===== config.mk =====
export PLATFORM = sky130hd
export DESIGN_NAME = bid_decoder
export DESIGN_NICKNAME = d
export VERILOG_FILES = /design/src/rtl/bid_pkg.sv /design/src/rtl/bid_decoder.sv
export SDC_FILE = /design/constraint.sdc
export NUM_CORES = 2
export LEC_CHECK = 0
export BUFFER_PORTS_ARGS = -buffer_cell sky130_fd_sc_hd__buf_4
export CAP_MARGIN = 25
export CORE_MARGIN = 5
export CORE_UTILIZATION = 35
export DETAILED_ROUTE_END_ITERATION = 7
export SLEW_MARGIN = 5
export SYNTH_ARGS = -nofsm -noshare
export SYNTH_HDL_FRONTEND = slang
export SYNTH_SLANG_ARGS = --single-unit

===== constraint.sdc =====
create_clock -name core_clk -period 12.4 [get_ports core_clk]
set_input_delay 1.86 -clock core_clk [delete_from_list [all_inputs] [get_ports core_clk]]
set_output_delay 1.86 -clock core_clk [all_outputs]
set_load 0.03 [all_outputs]

===== src/rtl/bid_pkg.sv =====
// Package of constants and state type for the 12-bit instruction decoder
package bid_pkg;

  // ----------------------------------------------------------------
  // Register port
  // ----------------------------------------------------------------
  localparam logic [2:0] BID_REG_CTRL = 3'h0;
  localparam logic [2:0] BID_REG_STATUS = 3'h1;
  localparam logic [2:0] BID_REG_ACC = 3'h2;
  localparam logic [2:0] BID_REG_PC = 3'h3;
  localparam logic [2:0] BID_REG_OPTION = 3'h4;
  localparam int BID_CTRL_PRESC_BIT = 0;
  localparam logic [7:0] BID_CTRL_RESET = 8'h00;

  // ----------------------------------------------------------------
  // File addresses with special meaning
  // ----------------------------------------------------------------
  localparam logic [4:0] BID_FILE_TIMER = 5'h01;
  localparam logic [4:0] BID_FILE_PCL = 5'h02;
  localparam logic [4:0] BID_FILE_STATUS = 5'h03;
  localparam logic [4:0] BID_FILE_PORT = 5'h06;
  localparam logic [2:0] BID_DIR_PORT_SEL = 3'h6;

  // Status byte bit positions inside file 3 and the status register
  localparam int BID_ST_C = 0;
  localparam int BID_ST_DC = 1;
  localparam int BID_ST_Z = 2;
  localparam int BID_ST_PD = 3;
  localparam int BID_ST_TO = 4;
  localparam int BID_ST_SLEEP = 5;

  // ----------------------------------------------------------------
  // Fixed words of the misc group
  // ----------------------------------------------------------------
  localparam logic [11:0] BID_W_NOP = 12'h000;
  localparam logic [11:0] BID_W_OPTION = 12'h002;
  localparam logic [11:0] BID_W_STANDBY = 12'h003;
  localparam logic [11:0] BID_W_CLRWDT = 12'h004;

  // ----------------------------------------------------------------
  // Reset values
  // ----------------------------------------------------------------
  localparam logic [8:0] BID_PC_RESET = 9'h000;
  localparam logic [7:0] BID_DIR_RESET = 8'hFF;
  localparam logic [7:0] BID_OPTION_RESET = 8'hFF;

  typedef struct packed {
    logic [31:0][7:0] file;
    logic [7:0] w;
    logic c;
    logic dc;
    logic z;
    logic to_n;
    logic pd_n;
    logic [8:0] pc;
    logic [8:0] stk0;
    logic [8:0] stk1;
    logic flush;
    logic sleeping;
    logic [7:0] timer;
    logic [7:0] presc;
    logic [7:0] option;
    logic [7:0] port_latch;
    logic [7:0] port_oe;
    logic [7:0] pin_s1;
    logic [7:0] pin_s2;
    logic [7:0] ctrl;
    logic [15:0] rd_data;
  } bid_state_t;

endpackage


===== src/rtl/bid_decoder.sv =====
// Instruction decoder and executor for the baseline 12-bit core
// Functional notes
// - d=0 result to accumulator, d=1 to file
// - add and subtract update carry, digit, zero
// - AND, OR, XOR with file update zero
// - rotate left/right through carry, carry only
// - dec/inc skip on zero, no flags
// - bit test skips next when bit clear
// - bit test skips next when bit set
// - literal AND, OR, XOR into accumulator, zero
// - return with literal loads accumulator, two cycles
// - standby word sets timeout status, clears powerdown status
// - PC writes except branch clear bit nine
// - read-modify-write of port uses pin levels
// - load pin direction from accumulator, file 6
// - direction bit one disables output driver
// - timer write clears assigned prescaler
// - one cycle, two when skip or branch
// - taken skip replaces fetched word with no-op
//
// The address map and the address-and-strobe port are this design's own decisions.
`timescale 1ns/1ns
`default_nettype none
module bid_decoder
  import bid_pkg::*;
(
  // Clock and reset
  input wire logic core_clk,
  input wire logic rst_b,
  // Program memory
  output logic [8:0] fetch_addr,
  input wire logic [11:0] instr,
  // General port pins
  input wire logic [7:0] port_pin_in,
  output logic [7:0] port_pin_out,
  output logic [7:0] port_pin_oe,
  // Core state
  output logic standby,
  // Register port
  input wire logic [2:0] reg_addr,
  input wire logic [15:0] reg_wdata,
  input wire logic reg_wr,
  input wire logic reg_rd,
  output logic [15:0] reg_rdata
);

  bid_state_t s;
  bid_state_t n;

  // ----------------------------------------------------------------
  // Helpers
  // ----------------------------------------------------------------
  function automatic logic [7:0] get_file(bid_state_t st, logic [4:0] a);
    logic [7:0] v;
    case (a)
      BID_FILE_TIMER: v = st.timer;
      BID_FILE_PCL: v = st.pc[7:0];
      BID_FILE_STATUS: v = {3'h0, st.to_n, st.pd_n, st.z, st.dc, st.c};
      // Port reads see the pins, not the latch
      BID_FILE_PORT: v = st.pin_s2;
      default: v = st.file[a];
    endcase
    return v;
  endfunction

  function automatic bid_state_t put_file(bid_state_t st, logic [4:0] a, logic [7:0] v);
    bid_state_t r;
    r = st;
    case (a)
      BID_FILE_TIMER: begin
        r.timer = v;
        if (st.ctrl[BID_CTRL_PRESC_BIT]) begin
          r.presc = 8'h00;
        end
      end
      BID_FILE_PCL: begin
        r.pc = {1'b0, v};
        r.flush = 1'b1;
      end
      BID_FILE_STATUS: begin
        r.c = v[BID_ST_C];
        r.dc = v[BID_ST_DC];
        r.z = v[BID_ST_Z];
      end
      BID_FILE_PORT: r.port_latch = v;
      default: r.file[a] = v;
    endcase
    return r;
  endfunction

  function automatic logic [15:0] bus_read(bid_state_t st, logic [2:0] a);
    logic [15:0] v;
    case (a)
      BID_REG_CTRL: v = {8'h00, st.ctrl};
      BID_REG_STATUS: v = {10'h000, st.sleeping, st.to_n, st.pd_n, st.z, st.dc, st.c};
      BID_REG_ACC: v = {8'h00, st.w};
      BID_REG_PC: v = {7'h00, st.pc};
      BID_REG_OPTION: v = {8'h00, st.option};
      default: v = 16'h0000;
    endcase
    return v;
  endfunction

  // ----------------------------------------------------------------
  // Next state
  // ----------------------------------------------------------------
  always_comb begin
    logic [4:0] fa;
    logic dst_file;
    logic [7:0] opnd;
    logic [7:0] lit;
    logic [7:0] res;
    logic [8:0] wide;
    logic [4:0] half;
    logic wr;
    logic upd_z;
    logic upd_c;
    logic upd_dc;
    logic nc;
    logic ndc;
    fa = instr[4:0];
    dst_file = instr[5];
    lit = instr[7:0];
    res = 8'h00;
    wide = 9'h000;
    half = 5'h00;
    wr = 1'b0;
    upd_z = 1'b0;
    upd_c = 1'b0;
    upd_dc = 1'b0;
    nc = 1'b0;
    ndc = 1'b0;
    n = s;
    n.pin_s1 = port_pin_in;
    n.pin_s2 = s.pin_s1;
    opnd = get_file(s, fa);

    // Register port
    n.rd_data = 16'h0000;
    if (reg_rd) begin
      n.rd_data = bus_read(s, reg_addr);
    end
    if (reg_wr && reg_addr == BID_REG_CTRL) begin
      n.ctrl = reg_wdata[7:0];
    end

    // Timer keeps counting in standby; prescaled only when assigned
    if (s.ctrl[BID_CTRL_PRESC_BIT]) begin
      n.presc = s.presc + 8'h01;
      if (s.presc == 8'hFF) begin
        n.timer = s.timer + 8'h01;
      end
    end else begin
      n.timer = s.timer + 8'h01;
    end

    if (!s.sleeping) begin
      n.pc = s.pc + 9'h001;
      n.flush = 1'b0;
      // A discarded word executes as a no-op
      if (!s.flush) begin
        if (instr[11:10] == 2'b00) begin
          case (instr[9:6])
            4'h0: begin
              if (dst_file) begin
                res = s.w;
                wr = 1'b1;
              end else if (instr == BID_W_OPTION) begin
                n.option = s.w;
              end else if (instr == BID_W_STANDBY) begin
                n.to_n = 1'b1;
                n.pd_n = 1'b0;
                n.sleeping = 1'b1;
              end else if (instr == BID_W_CLRWDT) begin
                n.to_n = 1'b1;
                n.pd_n = 1'b1;
              end else if (instr[4:0] == {2'b00, BID_DIR_PORT_SEL}) begin
                // A one turns the driver off
                n.port_oe = ~s.w;
              end
              // Remaining words of the group fall through as no-ops
            end
            4'h1: begin
              res = 8'h00;
              wr = 1'b1;
              upd_z = 1'b1;
            end
            4'h2: begin
              wide = {1'b0, opnd} + {1'b0, ~s.w} + 9'h001;
              half = {1'b0, opnd[3:0]} + {1'b0, ~s.w[3:0]} + 5'h01;
              res = wide[7:0];
              nc = wide[8];
              ndc = half[4];
              wr = 1'b1;
              upd_z = 1'b1;
              upd_c = 1'b1;
              upd_dc = 1'b1;
            end
            4'h3: begin
              res = opnd - 8'h01;
              wr = 1'b1;
              upd_z = 1'b1;
            end
            4'h4: begin
              res = s.w | opnd;
              wr = 1'b1;
              upd_z = 1'b1;
            end
            4'h5: begin
              res = s.w & opnd;
              wr = 1'b1;
              upd_z = 1'b1;
            end
            4'h6: begin
              res = s.w ^ opnd;
              wr = 1'b1;
              upd_z = 1'b1;
            end
            4'h7: begin
              wide = {1'b0, opnd} + {1'b0, s.w};
              half = {1'b0, opnd[3:0]} + {1'b0, s.w[3:0]};
              res = wide[7:0];
              nc = wide[8];
              ndc = half[4];
              wr = 1'b1;
              upd_z = 1'b1;
              upd_c = 1'b1;
              upd_dc = 1'b1;
            end
            4'h8: begin
              res = opnd;
              wr = 1'b1;
              upd_z = 1'b1;
            end
            4'h9: begin
              res = ~opnd;
              wr = 1'b1;
              upd_z = 1'b1;
            end
            4'hA: begin
              res = opnd + 8'h01;
              wr = 1'b1;
              upd_z = 1'b1;
            end
            4'hB, 4'hF: begin
              res = (instr[9:6] == 4'hB) ? opnd - 8'h01 : opnd + 8'h01;
              wr = 1'b1;
              if (res == 8'h00) begin
                n.flush = 1'b1;
              end
            end
            4'hC: begin
              res = {s.c, opnd[7:1]};
              nc = opnd[0];
              wr = 1'b1;
              upd_c = 1'b1;
            end
            4'hD: begin
              res = {opnd[6:0], s.c};
              nc = opnd[7];
              wr = 1'b1;
              upd_c = 1'b1;
            end
            4'hE: begin
              res = {opnd[3:0], opnd[7:4]};
              wr = 1'b1;
            end
            default: begin
              wr = 1'b0;
            end
          endcase
        end else begin
          case (instr[11:8])
            4'h4: n = put_file(n, fa, opnd & ~(8'h01 << instr[7:5]));
            4'h5: n = put_file(n, fa, opnd | (8'h01 << instr[7:5]));
            4'h6: begin
              if (!opnd[instr[7:5]]) begin
                n.flush = 1'b1;
              end
            end
            4'h7: begin
              if (opnd[instr[7:5]]) begin
                n.flush = 1'b1;
              end
            end
            4'h8: begin
              n.w = lit;
              n.pc = {1'b0, s.stk0[7:0]};
              n.stk0 = s.stk1;
              n.flush = 1'b1;
            end
            4'h9: begin
              n.stk1 = s.stk0;
              n.stk0 = s.pc;
              n.pc = {1'b0, lit};
              n.flush = 1'b1;
            end
            4'hA, 4'hB: begin
              // The branch alone may set bit nine
              n.pc = instr[8:0];
              n.flush = 1'b1;
            end
            4'hC: n.w = lit;
            4'hD: begin
              res = s.w | lit;
              n.w = res;
              upd_z = 1'b1;
            end
            4'hE: begin
              res = s.w & lit;
              n.w = res;
              upd_z = 1'b1;
            end
            4'hF: begin
              res = s.w ^ lit;
              n.w = res;
              upd_z = 1'b1;
            end
            default: begin
              n.flush = n.flush;
            end
          endcase
        end
        if (wr) begin
          if (dst_file) begin
            n = put_file(n, fa, res);
          end else begin
            n.w = res;
          end
        end
        // Instruction flags win over a direct write of the status file
        if (upd_z) begin
          n.z = (res == 8'h00);
        end
        if (upd_c) begin
          n.c = nc;
        end
        if (upd_dc) begin
          n.dc = ndc;
        end
      end
    end
  end

  // ----------------------------------------------------------------
  // State register
  // ----------------------------------------------------------------
  always_ff @(posedge core_clk) begin
    if (!rst_b) begin
      s <= '0;
      s.to_n <= 1'b1;
      s.pd_n <= 1'b1;
      s.pc <= BID_PC_RESET;
      // First fetched word after reset is not yet valid
      s.flush <= 1'b1;
      s.option <= BID_OPTION_RESET;
      s.port_oe <= ~BID_DIR_RESET;
      s.ctrl <= BID_CTRL_RESET;
    end else begin
      s <= n;
    end
  end

  assign fetch_addr = s.pc;
  assign port_pin_out = s.port_latch;
  assign port_pin_oe = s.port_oe;
  assign standby = s.sleeping;
  assign reg_rdata = s.rd_data;

endmodule // bid_decoder
`default_nettype wire


# Word level (Yosys, flattened, before mapping)

Cells that the tools add are included.

Add/sub/neg operators: 11
Magnitude comparators: 3
Eq/ne operators: 39
Shift-type cells: 1
Mux-type cells: 116
Bitwise gates (word level): 14
Reduce and logical (&&, ||, !) cells: 19

Operator list:

| kind                                          | count |
|---|---|
| two-way mux 256 bit                           | 4 |
| two-way mux 267 bit                           | 3 |
| bitwise mux 256 bit                           | 3 |
| case mux 256 bit (2 select lines)             | 1 |
| two-way mux 378 bit                           | 1 |
| two-way mux 8 bit                             | 29 |
| case mux 80 bit (2 select lines)              | 1 |
| two-way mux 40 bit                            | 3 |
| case mux 8 bit (15 select lines)              | 1 |
| two-way mux 114 bit                           | 1 |
| two-way mux 109 bit                           | 1 |
| case mux 9 bit (5 select lines)               | 2 |
| two-way mux 81 bit                            | 1 |
| == test 4 bit, second input constant          | 16 |
| two-way mux 16 bit                            | 4 |
| case mux 8 bit (4 select lines)               | 2 |
| two-way mux 9 bit                             | 5 |
| binary-select mux 8 bit (select 5 bit)        | 1 |
| demux 8 bit (select 5 bit)                    | 1 |
| two-way mux 1 bit                             | 33 |
| == test 4 x 3 -> 1 bit, second input constant | 8 |
| two-way mux 27 bit                            | 1 |
| adder 8 x 1 -> 8 bit, second input constant   | 3 |
| bitwise AND 8 bit                             | 3 |
| 44 further kinds                              | 75 |

Register bits after elaboration: 378
Input bits: 43
Output and inout port bits: 42
Word-level logic and storage cells: 255

# Logic depth before layout (Yosys ltp)

Depth in word-level cells: 16
Depth in mapped cells: 26
Mapped depth without buffers: 20

# Worst setup path before layout

No wires, ideal clock.

Kind: input -> register
From: input port instr[0]
To: register s[124] (netlist bit)
Setup time: 116 ps
Arrival time: 6157 ps
Data required time: 12284 ps
Setup slack: 6127 ps
Cell stages on the path: 21
Path buffers: 7
Path through: buf_6 > buf_12 > buf_8 > buf_6 > mux4_2 > mux2i_1 > o221ai_1 > nand2_2 > buf_2 > ha_1 > inv_1 > fa_1 > xnor2_1 > o22ai_1 > a2111oi_0 > o221ai_1 > o32ai_1 > clkbuf_1 > clkbuf_1 > a211oi_1 > a31o_2

Cells in the longest elaborated chain, start to end: 14
Elaborated cells between the ends (all ways): 41
Classes of those cells: add/sub: 5; order compare: 2; eq/ne: 4; mux: 22; bitwise: 6; reduce/logical: 2

RTL lines:

| element                                                                       | RTL line           | text |
|---|---|---|
| start: declaration                                                            | bid_decoder.sv:32  | `input wire logic [11:0] instr,` |
| parallel branches: the longest is 13 deep, another holds adder 8 x 8 -> 9 bit | n/a                |  |
| two-way mux 378 bit *                                                         | bid_decoder.sv:324 | `if (wr) begin` |
| end signal: assignment                                                        | bid_decoder.sv:360 | `s <= n;` |
| end: declaration                                                              | bid_decoder.sv:47  | `bid_state_t s;` |

Mark *: on every way between the ends. The select of a mux whose other input is x is not followed.
A chain may end at the register's enable or synchronous reset.

# Final worst setup path

From: input port instr[2]
To: register s[111] (netlist bit)

Cells in the longest elaborated chain, start to end: 13
Elaborated cells between the ends (all ways): 38
Classes of those cells: add/sub: 5; eq/ne: 4; mux: 19; bitwise: 9; reduce/logical: 1

RTL lines:

| element                                                                             | RTL line                               | text |
|---|---|---|
| binary-select mux 8 bit (select 5 bit)                                              | bid_decoder.sv:61                      | `default: v = st.file[a];` |
| two-way mux 8 bit (implied by the code)                                             | bid_decoder.sv:61                      |  |
| case mux 8 bit (4 select lines)                                                     | bid_decoder.sv:55                      | `case (a)` |
| adder 8 x 8 -> 9 bit, or another cell as far along                                  | bid_decoder.sv:189                     | `wide = {1'b0, opnd} + {1'b0, ~s.w} + 9'h001;` |
| adder 9 x 1 -> 9 bit, or another cell as far along                                  | bid_decoder.sv:189                     |  |
| case mux 8 bit (15 select lines) or case mux 5 bit (2 select lines) (tied branches) | bid_decoder.sv:163, bid_decoder.sv:273 |  |
| two-way mux 8 bit or two-way mux 267 bit (tied branches)                            | bid_decoder.sv:162                     | `if (instr[11:10] == 2'b00) begin` |
| two-way mux 8 bit or two-way mux 267 bit (tied branches)                            | bid_decoder.sv:161                     | `if (!s.flush) begin` |
| two-way mux 8 bit or two-way mux 267 bit (tied branches)                            | bid_decoder.sv:157                     | `if (!s.sleeping) begin` |
| two-way mux 3 bit                                                                   | bid_decoder.sv:69                      | `case (a)` |
| two-way mux 114 bit                                                                 | bid_decoder.sv:325                     | `if (dst_file) begin` |
| two-way mux 378 bit                                                                 | bid_decoder.sv:324                     |  |
| two-way mux 1 bit *                                                                 | bid_decoder.sv:332                     | `if (upd_z) begin` |

Mark *: on every way between the ends. The rest lies on a longest branch, timed or not. The select of a mux whose other input is x is not followed.

==> impl_metrics.yaml <==
status:
  status: "complete, no violations"
pwr:
  p_leak_nw: 8.88
  p_int_mw: 2.06
  peakVddDrop_v: 0.0000945
  power.density_mw_per_mm2: 115
  p_sw_share_pct: 32.3
  pwr-share-comb_pct: 17.8
  power_switching_uw: 980
  clock_power_share_pct: 42.0
  fin_total_pwr_mw: 3.04
  sequentialPowerShare_pct: 40.2
drt:
  drc_errors: 0
  dr_total_vias: 25926
  wl_per_cell_um: 25.9
  first_pass_iters: 6
  wirelength_mm: 104
  final_antenna_net_count: 0
  viasPerCell: 6.49
  drt_iter0_drc: 3855
layout:
  utilization_pct: 38.4
  final_cell_mix: "dfxtp_1, o21ai_0, nand2_1"
  mostFrequentLayoutCell: "dfxtp_1"
  multi_input_area_sq_mm: 0.0153
  antenna_cells: 0
  fillers: 7133
  area_growth_pct: 9.03
  layout-drive-gt1-share_pct: 10.5
  final_area_sq_mm: 0.0264
  finalNonFillerCells: 3992
  seq_area_sq_mm: 0.00737
  fin_nets: 3122
floorplanning:
  initial_utilization_pct: 35.3
  die_h_um: 273
  dieArea_sq_mm: 0.0745
  ioPinCount: 85
  rows: 96
  coreArea_sq_mm: 0.0686
  die-width_um: 273
clocking:
  cts_buffers: 43
  holdBufCountCts: 0
  cts_setup_buffers: 0
  cts_tree: "done"
  clock_path_buffers: 3
  cts.htree.levels: 2
  path_clk_slew_ns: 0.06
  cts_resized: 0
  clock_latency_ns: 0.61
  clock-sinks: 368
  cts-root-buf: "clkbuf_16"
sta:
  worst_pin_slew_ns: 1.12
  maxSlewViolCount: 0
  rsz0062_at_grt: "no"
  min_period_ns: 8.24
  slew_headroom_pct: 24.7
  finalSetupTns_ns: 0
  worst_slack_ns: 4.16
  period_share_pct: 66.4
  setup_viol: 0
  hold_slack_ns: 0.429
  hold_viol: 0
  fmax_mhz: 121
  skew_ns: 0.0264
global_routing:
  first_global_vias: 23514
  grt.overflow.total: 0
  gr-usage-met3_pct: 5.76
  grt_pass1_wl_mm: 154
  met1_usage_pct: 36.7
  grt_max_degree: 84
  grt_use_total_pct: 26.3
  antenna_found_initial: 0
  top_usage_layer: "met2"
  met2_usage_pct: 39.0
yosys:
  ys_ff_latch: 368
  syn-cell-area_sq_mm: 0.0242
  ys_seq_area_share_pct: 30.5
  async_flop_share_pct: 0
  synthCells: 3172
  synth_edf_count: 0
  synth_cell_types: 98
  yosysWarningCount: 0
  syn_avg_cell_area_sq_um: 7.62
  ys.flop_type: "dfxtp_1"
placement:
  pre_cts_ws_ns: 3.84
  place_inst: 3913
  gp_congestion: 0.964
  post_dp_cell_area_sq_mm: 0.0249
  portBuffers: 69
  hpwl_mm: 66.5
setup_path:
  required_ns: 12.90
  start_kind: "input port"
  crit_type: "in -> reg"
  end_kind: "flip-flop"
  cp.arrival_ns: 8.74
  critPathMaxFanout: 48
run:
  drv_cap: 0
worst_hold_path:
  hold_path_class: "reg -> reg"
synth_stat cells, types with 7 or more instances:
master | n | area [sq um]
a2111oi_0 | 12 | 105
a211oi_1 | 60 | 450
a21o_1 | 11 | 82.6
a21oi_1 | 246 | 1230
a221oi_1 | 27 | 236
a22o_1 | 42 | 368
a22oi_1 | 154 | 1160
a311oi_1 | 8 | 70.1
a31oi_1 | 47 | 294
a32oi_1 | 10 | 87.6
and2_1 | 66 | 413
and3_1 | 16 | 100
buf_1 | 12 | 45.0
buf_2 | 26 | 130
buf_4 | 46 | 345
buf_6 | 11 | 124
clkbuf_1 | 225 | 845
dfxtp_1 | 368 | 7370
ha_1 | 47 | 588
inv_1 | 24 | 90.1
mux2_2 | 9 | 101
mux2i_1 | 75 | 751
mux4_2 | 39 | 878
nand2_1 | 335 | 1260
nand2b_1 | 20 | 125
nand3_1 | 153 | 766
nand4_1 | 11 | 68.8
nor2_1 | 322 | 1210
nor2b_1 | 16 | 100
nor3_1 | 28 | 140
o211ai_1 | 45 | 338
o21ai_0 | 357 | 1790
o21ai_1 | 21 | 105
o21bai_1 | 7 | 52.6
o221a_2 | 7 | 78.8
o221ai_1 | 44 | 385
o22ai_1 | 29 | 181
o31ai_1 | 27 | 203
or3_1 | 7 | 43.8
xnor2_1 | 26 | 228
xor2_1 | 18 | 158
cell families after synthesis:
| kind of cell | Yosys count | share of synthesized area, % |
|---|---|---|
| buf+inv | 359 | 7.02 |
| xor+xnor | 44 | 1.59 |
| other cells | 1 | 0.0155 |
| fa+ha+maj | 49 | 2.60 |
| flops | 368 | 30.5 |
| mux | 123 | 7.16 |
| simple gates | 1012 | 18.8 |
| compound gates | 1216 | 32.4 |
state kept, by name, summed over array words and instances (netlist names), named ones only:
name / cells
fetch_addr: 9
port_pin_out: 8
reg_rdata: 9
s: 309
standby: 1
path summary, 6_finish.rpt:
check / cells after the start / endpoint / slack [ns] / start
max: 19 / s[111] / 4.16 / instr[2]
min: 1 / s[25] / 0.43 / s[33]
max reg2reg: 17 / s[111] / 6.31 / s[308]
min reg2reg: 1 / s[25] / 0.43 / s[33]
power by group through the flow:
| stage | clock (mW) | sequential [mW] | combinational [mW] |
|---|---|---|---|
| 3_5_place_dp | 0 | 1.25 | 0.512 |
| 3_3_place_gp | 0 | 1.25 | 0.512 |
| 6_report | 1.28 | 1.22 | 0.539 |
| 4_1_cts | 1.29 | 1.22 | 0.514 |
| 2_1_floorplan | 0 | 1.23 | 0.340 |
| 5_1_grt | 1.34 | 1.22 | 0.558 |
cell type report:
cell class	count	share of cell area, %
multi-input cells	2451	58.1
flip-flops and latches	368	27.9
clock buffers	58	4.67
well taps	931	4.42
repair buffers	132	3.79
clock inverters	18	0.612
inverters	34	0.503
routing by layer:
layer	vias up	routed length (um)
li1	11430	-
met4	0	5240
met1	12361	42200
met3	352	12400
met5	-	0
met2	1783	43700
critical path, stage by stage:
cell,delay [ns]
buf_4,0.63
buf_4,0.51
inv_1,0.49
a41o_1,0.35
a31oi_1,0.25
and3_1,0.25
or2_1,0.46
ha_1,0.40
o31a_1,0.31
o31ai_1,0.46
a31oi_1,0.20
xnor2_1,0.23
o221ai_1,0.15
a221o_1,0.31
nor4_2,0.50
a31oi_4,0.13
buf_4,0.34
or4_4,0.58
o41ai_2,0.19
Note: power is estimated with default switching activity, not from simulation.
